File: src/ppf_pkg.sv
// Shared constants and types for the port pin function block
package ppf_pkg;
  localparam int unsigned CLK_MHZ        = 125;
  localparam int unsigned RST_HOLD_OSC   = 64;  // reset pin high, oscillator periods
  localparam int unsigned RST_HOLD_CYC   = RST_HOLD_OSC;
  localparam logic [6:0]  RST_CNT_MAX    = 7'h40;
  localparam logic [7:0]  PORT_RESET_VAL = 8'hFF;
  localparam logic [17:0] ONCHIP_LIMIT   = 18'h0_4000; // on-chip code size
  // Read-map selector codes (user_config_byte0 bits)
  localparam logic [1:0]  MAP_A16_FULL   = 2'h0; // pin carries addr_bit16
  localparam logic [1:0]  MAP_A16_HALF   = 2'h1; // pin carries addr_bit16
  localparam logic [1:0]  MAP_RD_LOW     = 2'h2; // data read strobe
  localparam logic [1:0]  MAP_RD_COMPAT  = 2'h3; // data read strobe
  // Bit positions inside port 1 and port 3
  localparam int unsigned P1_CA_CLK      = 2;
  localparam int unsigned P1_CA_BASE     = 3;
  localparam int unsigned P3_RXD         = 0;
  localparam int unsigned P3_IRQ0        = 2;
  localparam int unsigned P3_RD          = 7;
  // Bus sequencer states
  typedef enum logic [1:0] {
    ST_IDLE = 2'b00,
    ST_ADDR = 2'b01,
    ST_DATA = 2'b10
  } ppf_bus_state_t;
endpackage

File: src/ppf_sync_if.sv
// Interface carrying raw and synchronised pin levels
interface ppf_sync_if;
  logic [31:0] raw;   // raw pin levels
  logic [31:0] sync;  // levels after two flops
  modport src (output raw, input sync);
  modport dst (input raw, output sync);
endinterface

File: src/ppf_sync.sv
// Two-flop synchroniser bank for the incoming pin levels of ports 0 to 3
module ppf_sync (
  // Clock and reset
  input wire logic CLOCK,
  input wire logic RSTN,
  // Pin levels
  ppf_sync_if.dst  s
);
  logic [31:0] stage1;  // first flop, read only by the second
  logic [31:0] stage2;  // second flop
  // Per-bit two-flop chain
  genvar g;
  generate
    for (g = 0; g < 32; g++) begin : g_bit
      always_ff @(posedge CLOCK or negedge RSTN) begin
        if (!RSTN) begin
          stage1[g] <= 1'b1;
          stage2[g] <= 1'b1;
        end else begin
          stage1[g] <= s.raw[g];
          stage2[g] <= stage1[g];
        end
      end
    end
  endgenerate
  assign s.sync = stage2;
endmodule

File: src/ppf_top.sv
// Port pin function control: strap, reset, bus pins, irq and alt functions
module ppf_top (
  // Clock and reset
  input  wire logic        CLOCK,
  input  wire logic        RSTN,
  // Reset pin and strap
  input  wire logic        RST_PIN,
  input  wire logic        EXT_CODE_ACCESS_N,
  // Configuration
  input  wire logic [1:0]  READ_MAP_SEL,
  input  wire logic        PAGE_MODE,
  input  wire logic [1:0]  IRQ_EDGE_SELECT,
  input  wire logic [1:0]  IRQ_FLAG_CLR,
  input  wire logic [4:0]  CA_OUT_MODE,
  input  wire logic [4:0]  CA_OUT_VAL,
  input  wire logic        SERIAL_MODE0,
  input  wire logic        SERIAL_RX_OUT,
  input  wire logic        LOW_POWER,
  // Bus request
  input  wire logic        BUS_REQ,
  input  wire logic        BUS_CODE,
  input  wire logic        BUS_WRITE,
  input  wire logic [17:0] BUS_ADDR,
  input  wire logic [7:0]  BUS_WDATA,
  // Port latches
  input  wire logic [7:0]  PORT0_LATCH,
  input  wire logic [7:0]  PORT1_LATCH,
  input  wire logic [7:0]  PORT2_LATCH,
  input  wire logic [7:0]  PORT3_LATCH,
  // Pins in
  input  wire logic [7:0]  PORT0_IN,
  input  wire logic [7:0]  PORT1_IN,
  input  wire logic [7:0]  PORT2_IN,
  input  wire logic [7:0]  PORT3_IN,
  // Pins out
  output logic [7:0]       PORT0_OUT,
  output logic [7:0]       PORT0_OE,
  output logic [7:0]       PORT1_OUT,
  output logic [7:0]       PORT1_OE,
  output logic [7:0]       PORT2_OUT,
  output logic [7:0]       PORT2_OE,
  output logic [7:0]       PORT3_OUT,
  output logic [7:0]       PORT3_OE,
  output logic             CODE_READ_STROBE_N,
  output logic             ADDR_LATCH,
  // Status
  output logic             CHIP_RESET,
  output logic             FETCH_ONCHIP,
  output logic             STRAP_HELD,
  output logic [1:0]       EXT_IRQ_FLAG,
  output logic [15:0]      COUNTER_ARRAY_COUNT,
  output logic [7:0]       BUS_RDATA,
  output logic             BUS_DONE
);
  // Synchronised pins
  ppf_sync_if sif ();
  logic       strap_sync;   // strap after two flops
  logic       rst_sync;     // reset pin after two flops
  logic [1:0] ctl1, ctl2;
  always_ff @(posedge CLOCK or negedge RSTN) begin
    if (!RSTN) begin
      ctl1 <= 2'h3;
      ctl2 <= 2'h3;
    end else begin
      ctl1 <= {EXT_CODE_ACCESS_N, RST_PIN};
      ctl2 <= ctl1;
    end
  end
  assign strap_sync = ctl2[1];
  assign rst_sync   = ctl2[0];
  assign sif.raw = {PORT3_IN, PORT2_IN, PORT1_IN, PORT0_IN};
  ppf_sync u_sync (
    .CLOCK (CLOCK),
    .RSTN  (RSTN),
    .s     (sif.dst)
  );
  wire [7:0] p0_s = sif.sync[7:0];
  wire [7:0] p1_s = sif.sync[15:8];
  wire [7:0] p2_s = sif.sync[23:16];
  wire [7:0] p3_s = sif.sync[31:24];

  // Reset pin hold counter
  logic [6:0] rst_cnt;
  logic       chip_rst;
  wire        rst_done = (rst_cnt == ppf_pkg::RST_CNT_MAX);
  always_ff @(posedge CLOCK or negedge RSTN) begin
    if (!RSTN) begin
      rst_cnt  <= 7'h00;
      chip_rst <= 1'b1;
    end else if (!rst_sync) begin
      rst_cnt  <= 7'h00;
      chip_rst <= 1'b0;
    end else if (!rst_done) begin
      rst_cnt  <= rst_cnt + 7'h01;
    end else begin
      chip_rst <= 1'b1;  // held 64 periods also wakes
    end
  end
  // Level gate forces pins without waiting for the count
  wire force_pins = chip_rst | rst_sync | !RSTN;

  // Strap capture on leaving reset, low-power latch
  logic strap;
  logic sleep;  // Idle or power-down, bus cycles held off
  always_ff @(posedge CLOCK or negedge RSTN) begin
    if (!RSTN) begin
      strap      <= 1'b0;
      sleep      <= 1'b0;
    end else begin
      sleep      <= !chip_rst & (sleep | LOW_POWER);  // Reset wakes
      if (chip_rst) begin
        strap <= strap_sync;
      end
    end
  end

  // Fetch routing
  wire in_range   = (BUS_ADDR < ppf_pkg::ONCHIP_LIMIT);
  wire onchip     = strap & in_range;
  logic [2:0] rd_pipe;  // Data phase age, covers the pin synchroniser
  wire ext_cycle  = BUS_REQ & !(BUS_CODE & onchip) & !chip_rst & !sleep
                  & !(|rd_pipe);  // One cycle at a time
  // Code strobe region chosen by map selector
  wire code_reg   = (READ_MAP_SEL == ppf_pkg::MAP_RD_COMPAT) ? BUS_CODE
                  : (BUS_CODE | !BUS_WRITE);
  wire rd_is_a16  = !READ_MAP_SEL[1];
  wire data_rd    = !BUS_CODE & !BUS_WRITE & !rd_is_a16;

  // Bus sequencer
  ppf_pkg::ppf_bus_state_t st, next_st;
  always_comb begin
    case (st)
      ppf_pkg::ST_IDLE: next_st = ext_cycle ? ppf_pkg::ST_ADDR
                                            : ppf_pkg::ST_IDLE;
      ppf_pkg::ST_ADDR: next_st = ppf_pkg::ST_DATA;
      ppf_pkg::ST_DATA: next_st = ppf_pkg::ST_IDLE;
      default:          next_st = ppf_pkg::ST_IDLE;
    endcase
  end
  logic [17:0] addr;
  logic [7:0]  wdata;
  logic        cyc_code, cyc_wr, cyc_rd, cyc_code_read_strobe_n, cyc_page;
  always_ff @(posedge CLOCK or negedge RSTN) begin
    if (!RSTN) begin
      st <= ppf_pkg::ST_IDLE;
    end else if (force_pins) begin
      st <= ppf_pkg::ST_IDLE;
    end else begin
      st <= next_st;
    end
  end
  // Latch request at cycle start
  always_ff @(posedge CLOCK or negedge RSTN) begin
    if (!RSTN) begin
      addr     <= 18'h0_0000;
      wdata    <= 8'h00;
      {cyc_code, cyc_wr, cyc_rd, cyc_code_read_strobe_n, cyc_page} <= 5'h00;
    end else if (st == ppf_pkg::ST_IDLE && ext_cycle) begin
      addr     <= BUS_ADDR;
      wdata    <= BUS_WDATA;
      cyc_code <= BUS_CODE;
      cyc_wr   <= BUS_WRITE;
      cyc_rd   <= data_rd;
      cyc_code_read_strobe_n <= code_reg & !BUS_WRITE;
      cyc_page <= PAGE_MODE;
    end
  end
  wire in_addr = (st == ppf_pkg::ST_ADDR);
  wire in_data = (st == ppf_pkg::ST_DATA);
  wire data_drv = in_data & cyc_wr;

  // Bus-owned pin values
  wire [7:0] bus_p0 = (cyc_page | in_addr) ? addr[7:0] : wdata;
  wire [7:0] bus_p2 = (cyc_page & in_data) ? wdata : addr[15:8];
  wire       bus_on = in_addr | in_data;
  wire       p0_oe_bus = cyc_page ? 1'b1 : (in_addr | data_drv);
  wire       p2_oe_bus = cyc_page ? (in_addr | data_drv | !in_data) : 1'b1;

  // Alternate functions on ports 1 and 3
  logic [7:0] p1_out_n, p1_oe_n, p3_out_n, p3_oe_n;
  always_comb begin
    p1_out_n = PORT1_LATCH;
    p1_oe_n  = 8'hFF;
    p3_out_n = PORT3_LATCH;
    p3_oe_n  = 8'hFF;
    for (int i = 0; i < 5; i++) begin
      if (CA_OUT_MODE[i]) begin
        p1_out_n[ppf_pkg::P1_CA_BASE + i] = CA_OUT_VAL[i];
      end else begin
        p1_oe_n[ppf_pkg::P1_CA_BASE + i] = 1'b0;
      end
    end
    p1_oe_n[ppf_pkg::P1_CA_CLK] = 1'b0;  // Clock input pin
    p3_oe_n[ppf_pkg::P3_IRQ0]   = 1'b0;  // Irq inputs
    p3_oe_n[ppf_pkg::P3_IRQ0+1] = 1'b0;
    if (SERIAL_MODE0) begin
      p3_out_n[ppf_pkg::P3_RXD] = SERIAL_RX_OUT;
    end else begin
      p3_oe_n[ppf_pkg::P3_RXD]  = 1'b0;
    end
    if (bus_on) begin
      p3_out_n[ppf_pkg::P3_RD] = rd_is_a16 ? addr[16]
                               : !(cyc_rd & in_data);
    end
  end

  // Open drain enable: drive low where value bit is zero
  wire [7:0] next_p0_oe = bus_on ? ({8{p0_oe_bus}} & ~bus_p0)
                                 : ~PORT0_LATCH;
  // Pin output registers
  always_ff @(posedge CLOCK or negedge RSTN) begin
    if (!RSTN) begin
      PORT0_OUT <= 8'h00;
      PORT0_OE  <= 8'h00;
      PORT1_OUT <= ppf_pkg::PORT_RESET_VAL;
      PORT1_OE  <= 8'h00;
      PORT2_OUT <= ppf_pkg::PORT_RESET_VAL;
      PORT2_OE  <= 8'h00;
      PORT3_OUT <= ppf_pkg::PORT_RESET_VAL;
      PORT3_OE  <= 8'h00;
      CODE_READ_STROBE_N <= 1'b1;
      ADDR_LATCH <= 1'b0;
    end else if (force_pins) begin
      PORT0_OUT <= 8'h00;  // Open drain: released, never high
      PORT0_OE  <= 8'h00;
      PORT1_OUT <= ppf_pkg::PORT_RESET_VAL;
      PORT1_OE  <= 8'h00;
      PORT2_OUT <= ppf_pkg::PORT_RESET_VAL;
      PORT2_OE  <= 8'h00;
      PORT3_OUT <= ppf_pkg::PORT_RESET_VAL;
      PORT3_OE  <= 8'h00;
      CODE_READ_STROBE_N <= 1'b1;
      ADDR_LATCH <= 1'b0;
    end else begin
      // Port 0 only pulls low: open drain
      PORT0_OUT <= 8'h00;
      PORT0_OE  <= next_p0_oe;
      PORT1_OUT <= p1_out_n;
      PORT1_OE  <= p1_oe_n;
      PORT2_OUT <= bus_on ? bus_p2 : PORT2_LATCH;
      PORT2_OE  <= bus_on ? {8{p2_oe_bus}} : 8'hFF;
      PORT3_OUT <= p3_out_n;
      PORT3_OE  <= p3_oe_n;
      CODE_READ_STROBE_N <= !(in_data & cyc_code_read_strobe_n);
      ADDR_LATCH <= in_addr;  // High while address stands
    end
  end

  // External interrupt flags
  logic [1:0] irq_prev;
  logic [1:0] irq_flag;
  wire  [1:0] irq_pin  = p3_s[ppf_pkg::P3_IRQ0 +: 2];
  wire  [1:0] irq_set  = (IRQ_EDGE_SELECT & irq_prev & ~irq_pin)
                       | (~IRQ_EDGE_SELECT & ~irq_pin);
  always_ff @(posedge CLOCK or negedge RSTN) begin
    if (!RSTN) begin
      irq_prev <= 2'h3;
      irq_flag <= 2'h0;
    end else if (chip_rst) begin
      irq_prev <= 2'h3;
      irq_flag <= 2'h0;
    end else begin
      irq_prev <= irq_pin;
      irq_flag <= irq_set | (irq_flag & ~IRQ_FLAG_CLR);  // set wins
    end
  end

  // Counter clock input edge count
  logic        ca_prev;
  logic [15:0] ca_count;
  wire         ca_pin = p1_s[ppf_pkg::P1_CA_CLK];
  always_ff @(posedge CLOCK or negedge RSTN) begin
    if (!RSTN) begin
      ca_prev  <= 1'b1;
      ca_count <= 16'h0000;
    end else if (chip_rst) begin
      ca_prev  <= 1'b1;
      ca_count <= 16'h0000;
    end else begin
      ca_prev <= ca_pin;
      if (ca_prev & !ca_pin) begin
        ca_count <= ca_count + 16'h0001;
      end
    end
  end

  // Status and read data registers
  always_ff @(posedge CLOCK or negedge RSTN) begin
    if (!RSTN) begin
      CHIP_RESET   <= 1'b1;
      FETCH_ONCHIP <= 1'b0;
      STRAP_HELD   <= 1'b0;
      EXT_IRQ_FLAG <= 2'h0;
      COUNTER_ARRAY_COUNT <= 16'h0000;
      BUS_RDATA    <= 8'h00;
      BUS_DONE     <= 1'b0;
      rd_pipe      <= 3'h0;
    end else begin
      CHIP_RESET   <= chip_rst;
      FETCH_ONCHIP <= BUS_REQ & BUS_CODE & onchip & !chip_rst;
      STRAP_HELD   <= strap;
      EXT_IRQ_FLAG <= irq_flag;
      COUNTER_ARRAY_COUNT <= ca_count;
      BUS_DONE     <= rd_pipe[2];
      rd_pipe      <= {rd_pipe[1:0], in_data};  // Wait out pin sync
      if (rd_pipe[2] & !cyc_wr) begin
        BUS_RDATA <= cyc_page ? p2_s : p0_s;
      end
    end
  end
endmodule

File: config.mk
export PLATFORM = sky130hd
export DESIGN_NAME = ppf_top
export DESIGN_NICKNAME = d
export VERILOG_FILES = /design/src/ppf_pkg.sv /design/src/ppf_sync_if.sv /design/src/ppf_sync.sv /design/src/ppf_top.sv
export SDC_FILE = /design/constraint.sdc
export NUM_CORES = 1
export LEC_CHECK = 0
export BUFFER_PORTS_ARGS = -buffer_cell sky130_fd_sc_hd__buf_2
export CORE_MARGIN = 10
export CORE_UTILIZATION = 57
export CTS_BUF_LIST = sky130_fd_sc_hd__clkbuf_8
export DETAILED_ROUTE_END_ITERATION = 6
export HOLD_SLACK_MARGIN = 0.08
export PLACE_DENSITY = 0.88
export SYNTH_ARGS = -nofsm -noshare
export SYNTH_HDL_FRONTEND = slang
export SYNTH_SLANG_ARGS = --single-unit
File: constraint.sdc
create_clock -name CLOCK -period 4.5 [get_ports CLOCK]
set_input_delay 0.45 -clock CLOCK [delete_from_list [all_inputs] [get_ports CLOCK]]
set_output_delay 0.45 -clock CLOCK [all_outputs]
set_load 0.02 [all_outputs]
; ---- After elaboration in Yosys (flattened, before gate mapping)
; Cells that the tools add are included.
[word_totals]
ff_bits = 195
inputBits = 117
output_inout_bits = 96
wordCells = 180
[classes]
n_addsub = 2
magnitude_cmp = 1
n_eq_ne = 6
muxes = 44
bitwise_logic = 39
reduce_logical = 16
[op_table]
columns = cell, n
row1 = 2-to-1 mux 8 bit, 13
row2 = 2-to-1 mux 16 bit, 2
row3 = 2-to-1 mux 1 bit, 23
row4 = bitwise AND 1 bit, 19
row5 = "less-than comparator 18 x 15 -> 1 bit, second input constant", 1
row6 = "adder 16 x 1 -> 16 bit, second input constant", 1
row7 = inverter 8 bit, 2
row8 = 2-to-1 mux 7 bit, 2
row9 = zero test 1 bit, 12
row10 = bitwise AND 2 bit, 4
row11 = bitwise AND 8 bit, 1
row12 = bitwise OR 1 bit, 8
row13 = "adder 7 x 1 -> 7 bit, second input constant", 1
row14 = "== test 7 bit, second input constant", 1
row15 = 2-to-1 mux 2 bit, 3
row16 = inverter 2 bit, 3
row17 = "== test 2 bit, second input constant", 2
row18 = bitwise OR 2 bit, 2
row19 = one-hot mux 2 bit (2 select lines), 1
row20 = OR reduction 3 bit, 1
row21 = "== test 2 x 1 -> 1 bit, second input constant", 1
row22 = zero test 2 bit, 1
row23 = "!= test 2 x 1 -> 1 bit, second input constant", 1
row24 = "!= test 2 bit, second input constant", 1
row25 = 2 further kinds, 2

; ---- Logic depth before layout (Yosys ltp)
[logic_depth]
ltp_word = 11
depth_mapped = 7
mapped_depth_nobuf = 6

; ---- Hierarchy
; Synthesis repeated with hierarchy kept, for this count alone.
[hier_totals]
hier_cells = 516
hier_area_um2 = 7317.0
[modules_own_cells]
columns = module, instances, cells_each, area_per_inst_um2, seq_area_each_um2
row1 = ppf_top, 1, 452, 5635.4, 3545.9
row2 = ppf_sync, 1, 64, 1681.6, 1681.6

; ---- Worst setup path before layout
; OpenSTA, ideal clock, no wires.
[synth_path]
path_type = reg2reg
start = register sleep
end = register cyc_code_read_strobe_n
setup_time_ps = 64
arrival_ps = 1683
required_time_ps = 4436
setup_slack_ps = 2754
stages_incl_launch_ff = 6
n_path_buf = 1
synth_period_minus_slack_ps = 1746
path_cell_list = dfrtp_1 -> or4_1 -> a211o_1 -> buf_6 -> a311oi_2 -> a21o_1
[synth_between]
elab_chain_len = 4
[synth_lines]
columns = element, line_no
row1 = from (decl), ppf_top.sv:104  ; logic sleep;
row2 = from (signal assigned), ppf_top.sv:110  ; sleep <= !chip_rst & (sleep | LOW_POWER);
row3 = zero test 1 bit, ppf_top.sv:121  ; wire ext_cycle = BUS_REQ & !(BUS_CODE & onchip) & !chip_rst & !sleep
row4 = bitwise AND 1 bit, ppf_top.sv:121
row5 = bitwise AND 1 bit, ppf_top.sv:122  ; & !(|rd_pipe);
row6 = logical AND 1 bit, ppf_top.sv:158  ; end else if (st == ppf_pkg::ST_IDLE && ext_cycle) begin
row7 = to (signal assigned), ppf_top.sv:164  ; cyc_code_read_strobe_n <= code_reg & !BUS_WRITE;
row8 = to (decl), ppf_top.sv:142  ; logic cyc_code, cyc_wr, cyc_rd, cyc_code_read_strobe_n, cyc_page;
; No other way between the ends.
; A chain may end at the register's enable or synchronous reset.

; ---- Worst setup path after layout
[layout_path]
start = register chip_rst
end = register addr[11]
[layout_between]
elab_chain_len = 5
[layout_lines]
columns = element, line_no
row1 = from (decl), ppf_top.sv:84  ; logic chip_rst;
row2 = from (signal assigned), ppf_top.sv:89  ; chip_rst <= 1'b1;
row3 = from (signal assigned), ppf_top.sv:92  ; chip_rst <= 1'b0;
row4 = from (signal assigned), ppf_top.sv:96  ; chip_rst <= 1'b1;
row5 = zero test 1 bit, ppf_top.sv:121
row6 = bitwise AND 1 bit (2 in a row), ppf_top.sv:121
row7 = bitwise AND 1 bit, ppf_top.sv:122
row8 = logical AND 1 bit, ppf_top.sv:158
row9 = to (signal assigned), ppf_top.sv:155  ; addr <= 18'h0_0000;
row10 = to (signal assigned), ppf_top.sv:159  ; addr <= BUS_ADDR;
row11 = to (decl), ppf_top.sv:140  ; logic [17:0] addr;
; No other way between the ends.

==> flow_summary.ini <==
[status]
status = finished clean

[cts]
cts_tree = done
postCtsSetupBuffers = 0
htreeDepth = 4
root_buffer = clkbuf_8
cts.clk_slew.worst_paths_ps = 90
clockBufferDepth = 2
cts_buffers = 17
clkSinkCount = 178
insertion_delay_ps = 450
cts_resized = 0

[die]
die_w_um = 128.3
die_y_um = 128.3
coreArea_sq_mm = 0.01147
rows = 39
dieArea_sq_mm = 0.01647
start_util_pct = 58.33
pin_count = 213

[timing]
period_share_pct = 57.24
timing_hold_violations_final = 0
worstMarginPinSlew_ps = 1255
finalMaxSlewViolations = 0
whs_ps = 188.6
finalWorstSetupSlack_ps = 1924
setup-tns-final_ps = 0
fmax_mhz = 388.2
relSlewSlack_pct = 16.31
fin_crit_ps = 2576
clock_skew_ps = 12.02
finalSetupViolations = 0
rsz0062_at_grt = false

[setup_path]
timing.rr.start = chip_rst
crit_path_start_kind = register
crit_arrival_ps = 2910
endpoint_kind = register
crit_start = chip_rst
rr_endpoint = addr[11]
critPathRequiredTime_ps = 4830
path_class = reg -> reg
r2r_cells = 3
ff2ff_setup_slack_ps = 1920
crit_path_end = addr[11]
cp_max_fo = 31

[detailed_routing]
drtIter0Drc = 401
drt-total-wl_um = 15390
vias_per_cell = 5.235
drcViolationCount = 0
num_vias = 4591
drtPass1Iterations = 4
wl_per_cell_um = 17.55
ant_nets = 0

[cells_and_area]
fin_area_sq_mm = 0.008243
nNetsFinal = 841
area_growth_pct = 23.23
finish.utilization_pct = 71.88
drive_gt1_share_pct = 44.32
final_cells = 877

[min_path]
worstHoldPathType = in -> reg
hp-start = PORT1_LATCH[2]

[synthesis]
synth_cell_types = 43
synth_seq_area_share_pct = 67.94
synthesis.area_sq_mm = 0.006689
synth.top_cell.area_share_pct = 39.66
synth_seq_cells = 178
synth_area_per_cell_sq_um = 12.94
synth.area.top_cells = dfrtp_1, dfstp_2, mux2_2, buf_4, nand2_1
yosysTopAreaCell = dfrtp_1
synth_edf_count = 0
async_flop_share_pct = 100.0
synth_ff_type = dfrtp_1
postSynthCellCount = 517
synth-warning-count = 0

[global_route]
grt_pass1_vias = 4857
antenna_found_initial = 4
grt_max_degree = 77
grtUsageTotal_pct = 18.74
grt_overflow_total = 0
grt_first_pass_wirelength_um = 24540

[power_and_ir_drop]
power.total_mw = 3.265
p_per_area_mw_per_mm2 = 396.1
ir_drop_mv = 0.2892
p_leak_nw = 4.081

[placed_design]
dp.cells = 820
place_hpwl_um = 11460
dp_slack_ps = 1895
place_congestion = 0.8859
port_buffers = 188
placed_cell_area_sq_mm = 0.007604

[job]
cap_violations = 0
report_power, final:
part | total [mW] | internal, mW | switching [mW]
clock network | 1.11 | 0.563 | 0.552
logic | 0.339 | 0.142 | 0.197
registers | 1.81 | 1.73 | 0.0793
total | 3.26 | 2.44 | 0.828
worst min-delay path by stage:
stage	end	slack (ps)	depth (start not counted)
5_1_grt	PORT3_OUT[2]	180	2
6_report	PORT1_OUT[2]	190	2
3_3_place_gp	u_sync.s.sync[22]	350	0
2_1_floorplan	ADDR_LATCH	150	0
3_5_place_dp	u_sync.s.sync[2]	350	0
4_1_cts	PORT3_OUT[1]	170	2
Yosys cell counts, types with 2 or more instances:
cell,count
dfrtp_1,106
dfstp_2,72
nand2_1,45
nor2_1,40
mux2_2,28
buf_4,24
nand3_1,21
o21ai_0,21
and3_1,17
mux2i_1,16
nand2b_1,13
inv_1,12
a21oi_1,10
clkbuf_1,10
xor2_1,8
a31oi_1,7
and2_1,7
xnor2_1,7
ha_1,6
nand4_1,6
or3_1,5
or2_2,4
buf_6,3
a21boi_0,2
a21o_1,2
and4_1,2
and4b_1,2
buf_1,2
nand3b_1,2
nor2b_1,2
nor3b_1,2
nor4_1,2
area by class of cell:
cell class | instances | area [sq um]
clock buffers | 18 | 247.7
repair buffers | 212 | 1182
well taps | 143 | 178.9
diodes | 3 | 7.507
multi-input cells | 297 | 1873
inverters | 12 | 45.04
flip-flops and latches | 178 | 4544
clock inverters | 14 | 163.9
fillers | 788 | 3224
kinds of logic after synthesis:
| group | count (synthesis) | synth area share [%] |
|---|---|---|
| fa+ha+maj | 6 | 1.122 |
| compound gates | 47 | 4.134 |
| flops | 178 | 67.94 |
| xor+xnor | 15 | 1.964 |
| simple gates | 174 | 13.06 |
| mux | 44 | 7.108 |
| buf+inv | 52 | 4.620 |
| other cells | 1 | 0.05606 |
sequential cells by signal (all words and copies together) (netlist names), 2 cells and up:
register and flops:
u_sync.s.sync 19, ctl2 2, irq_flag 2, ctl1 2, wdata 8, PORT2_OUT 8
rd_pipe 3, PORT0_OE 8, irq_prev 2, PORT1_OUT 8, COUNTER_ARRAY_COUNT 16, PORT1_OE 6
ca_count 16, BUS_RDATA 8, addr 17, PORT3_OUT 8, u_sync.stage1 19, EXT_IRQ_FLAG 2
rst_cnt 7
worst max-delay path, cell delays in order (launching register included):
cell	delay [ps]
dfstp_2	880
nand3b_1	190
a211o_1	940
mux2_2	430
layer usage:
layer	share of wire [%]	track usage (%)	up-vias
li1	-	-	2106
met5	0.045	0	-
met2	49	30.51	201
met3	11	7.775	34
met1	38	21.02	2248
met4	2.5	8.742	2
cell usage in the layout, fill, tap and decap left out, types with 16 or more instances in the layout:
cell,n
dfstp_2,72
dlygate4sd3_1,22
and3_1,17
buf_2,187
mux2i_1,16
mux2_2,28
nand2_1,45
nor2_1,40
o21ai_0,21
clkbuf_8,18
dfrtp_1,106
nand3_1,21
timing repair:
item / CTS / global route
setup endpoints to repair: 0 / 0
hold buffers: 22 / 0
hold endpoints to repair: 29 / 0
(Power assumes the default switching activity.)
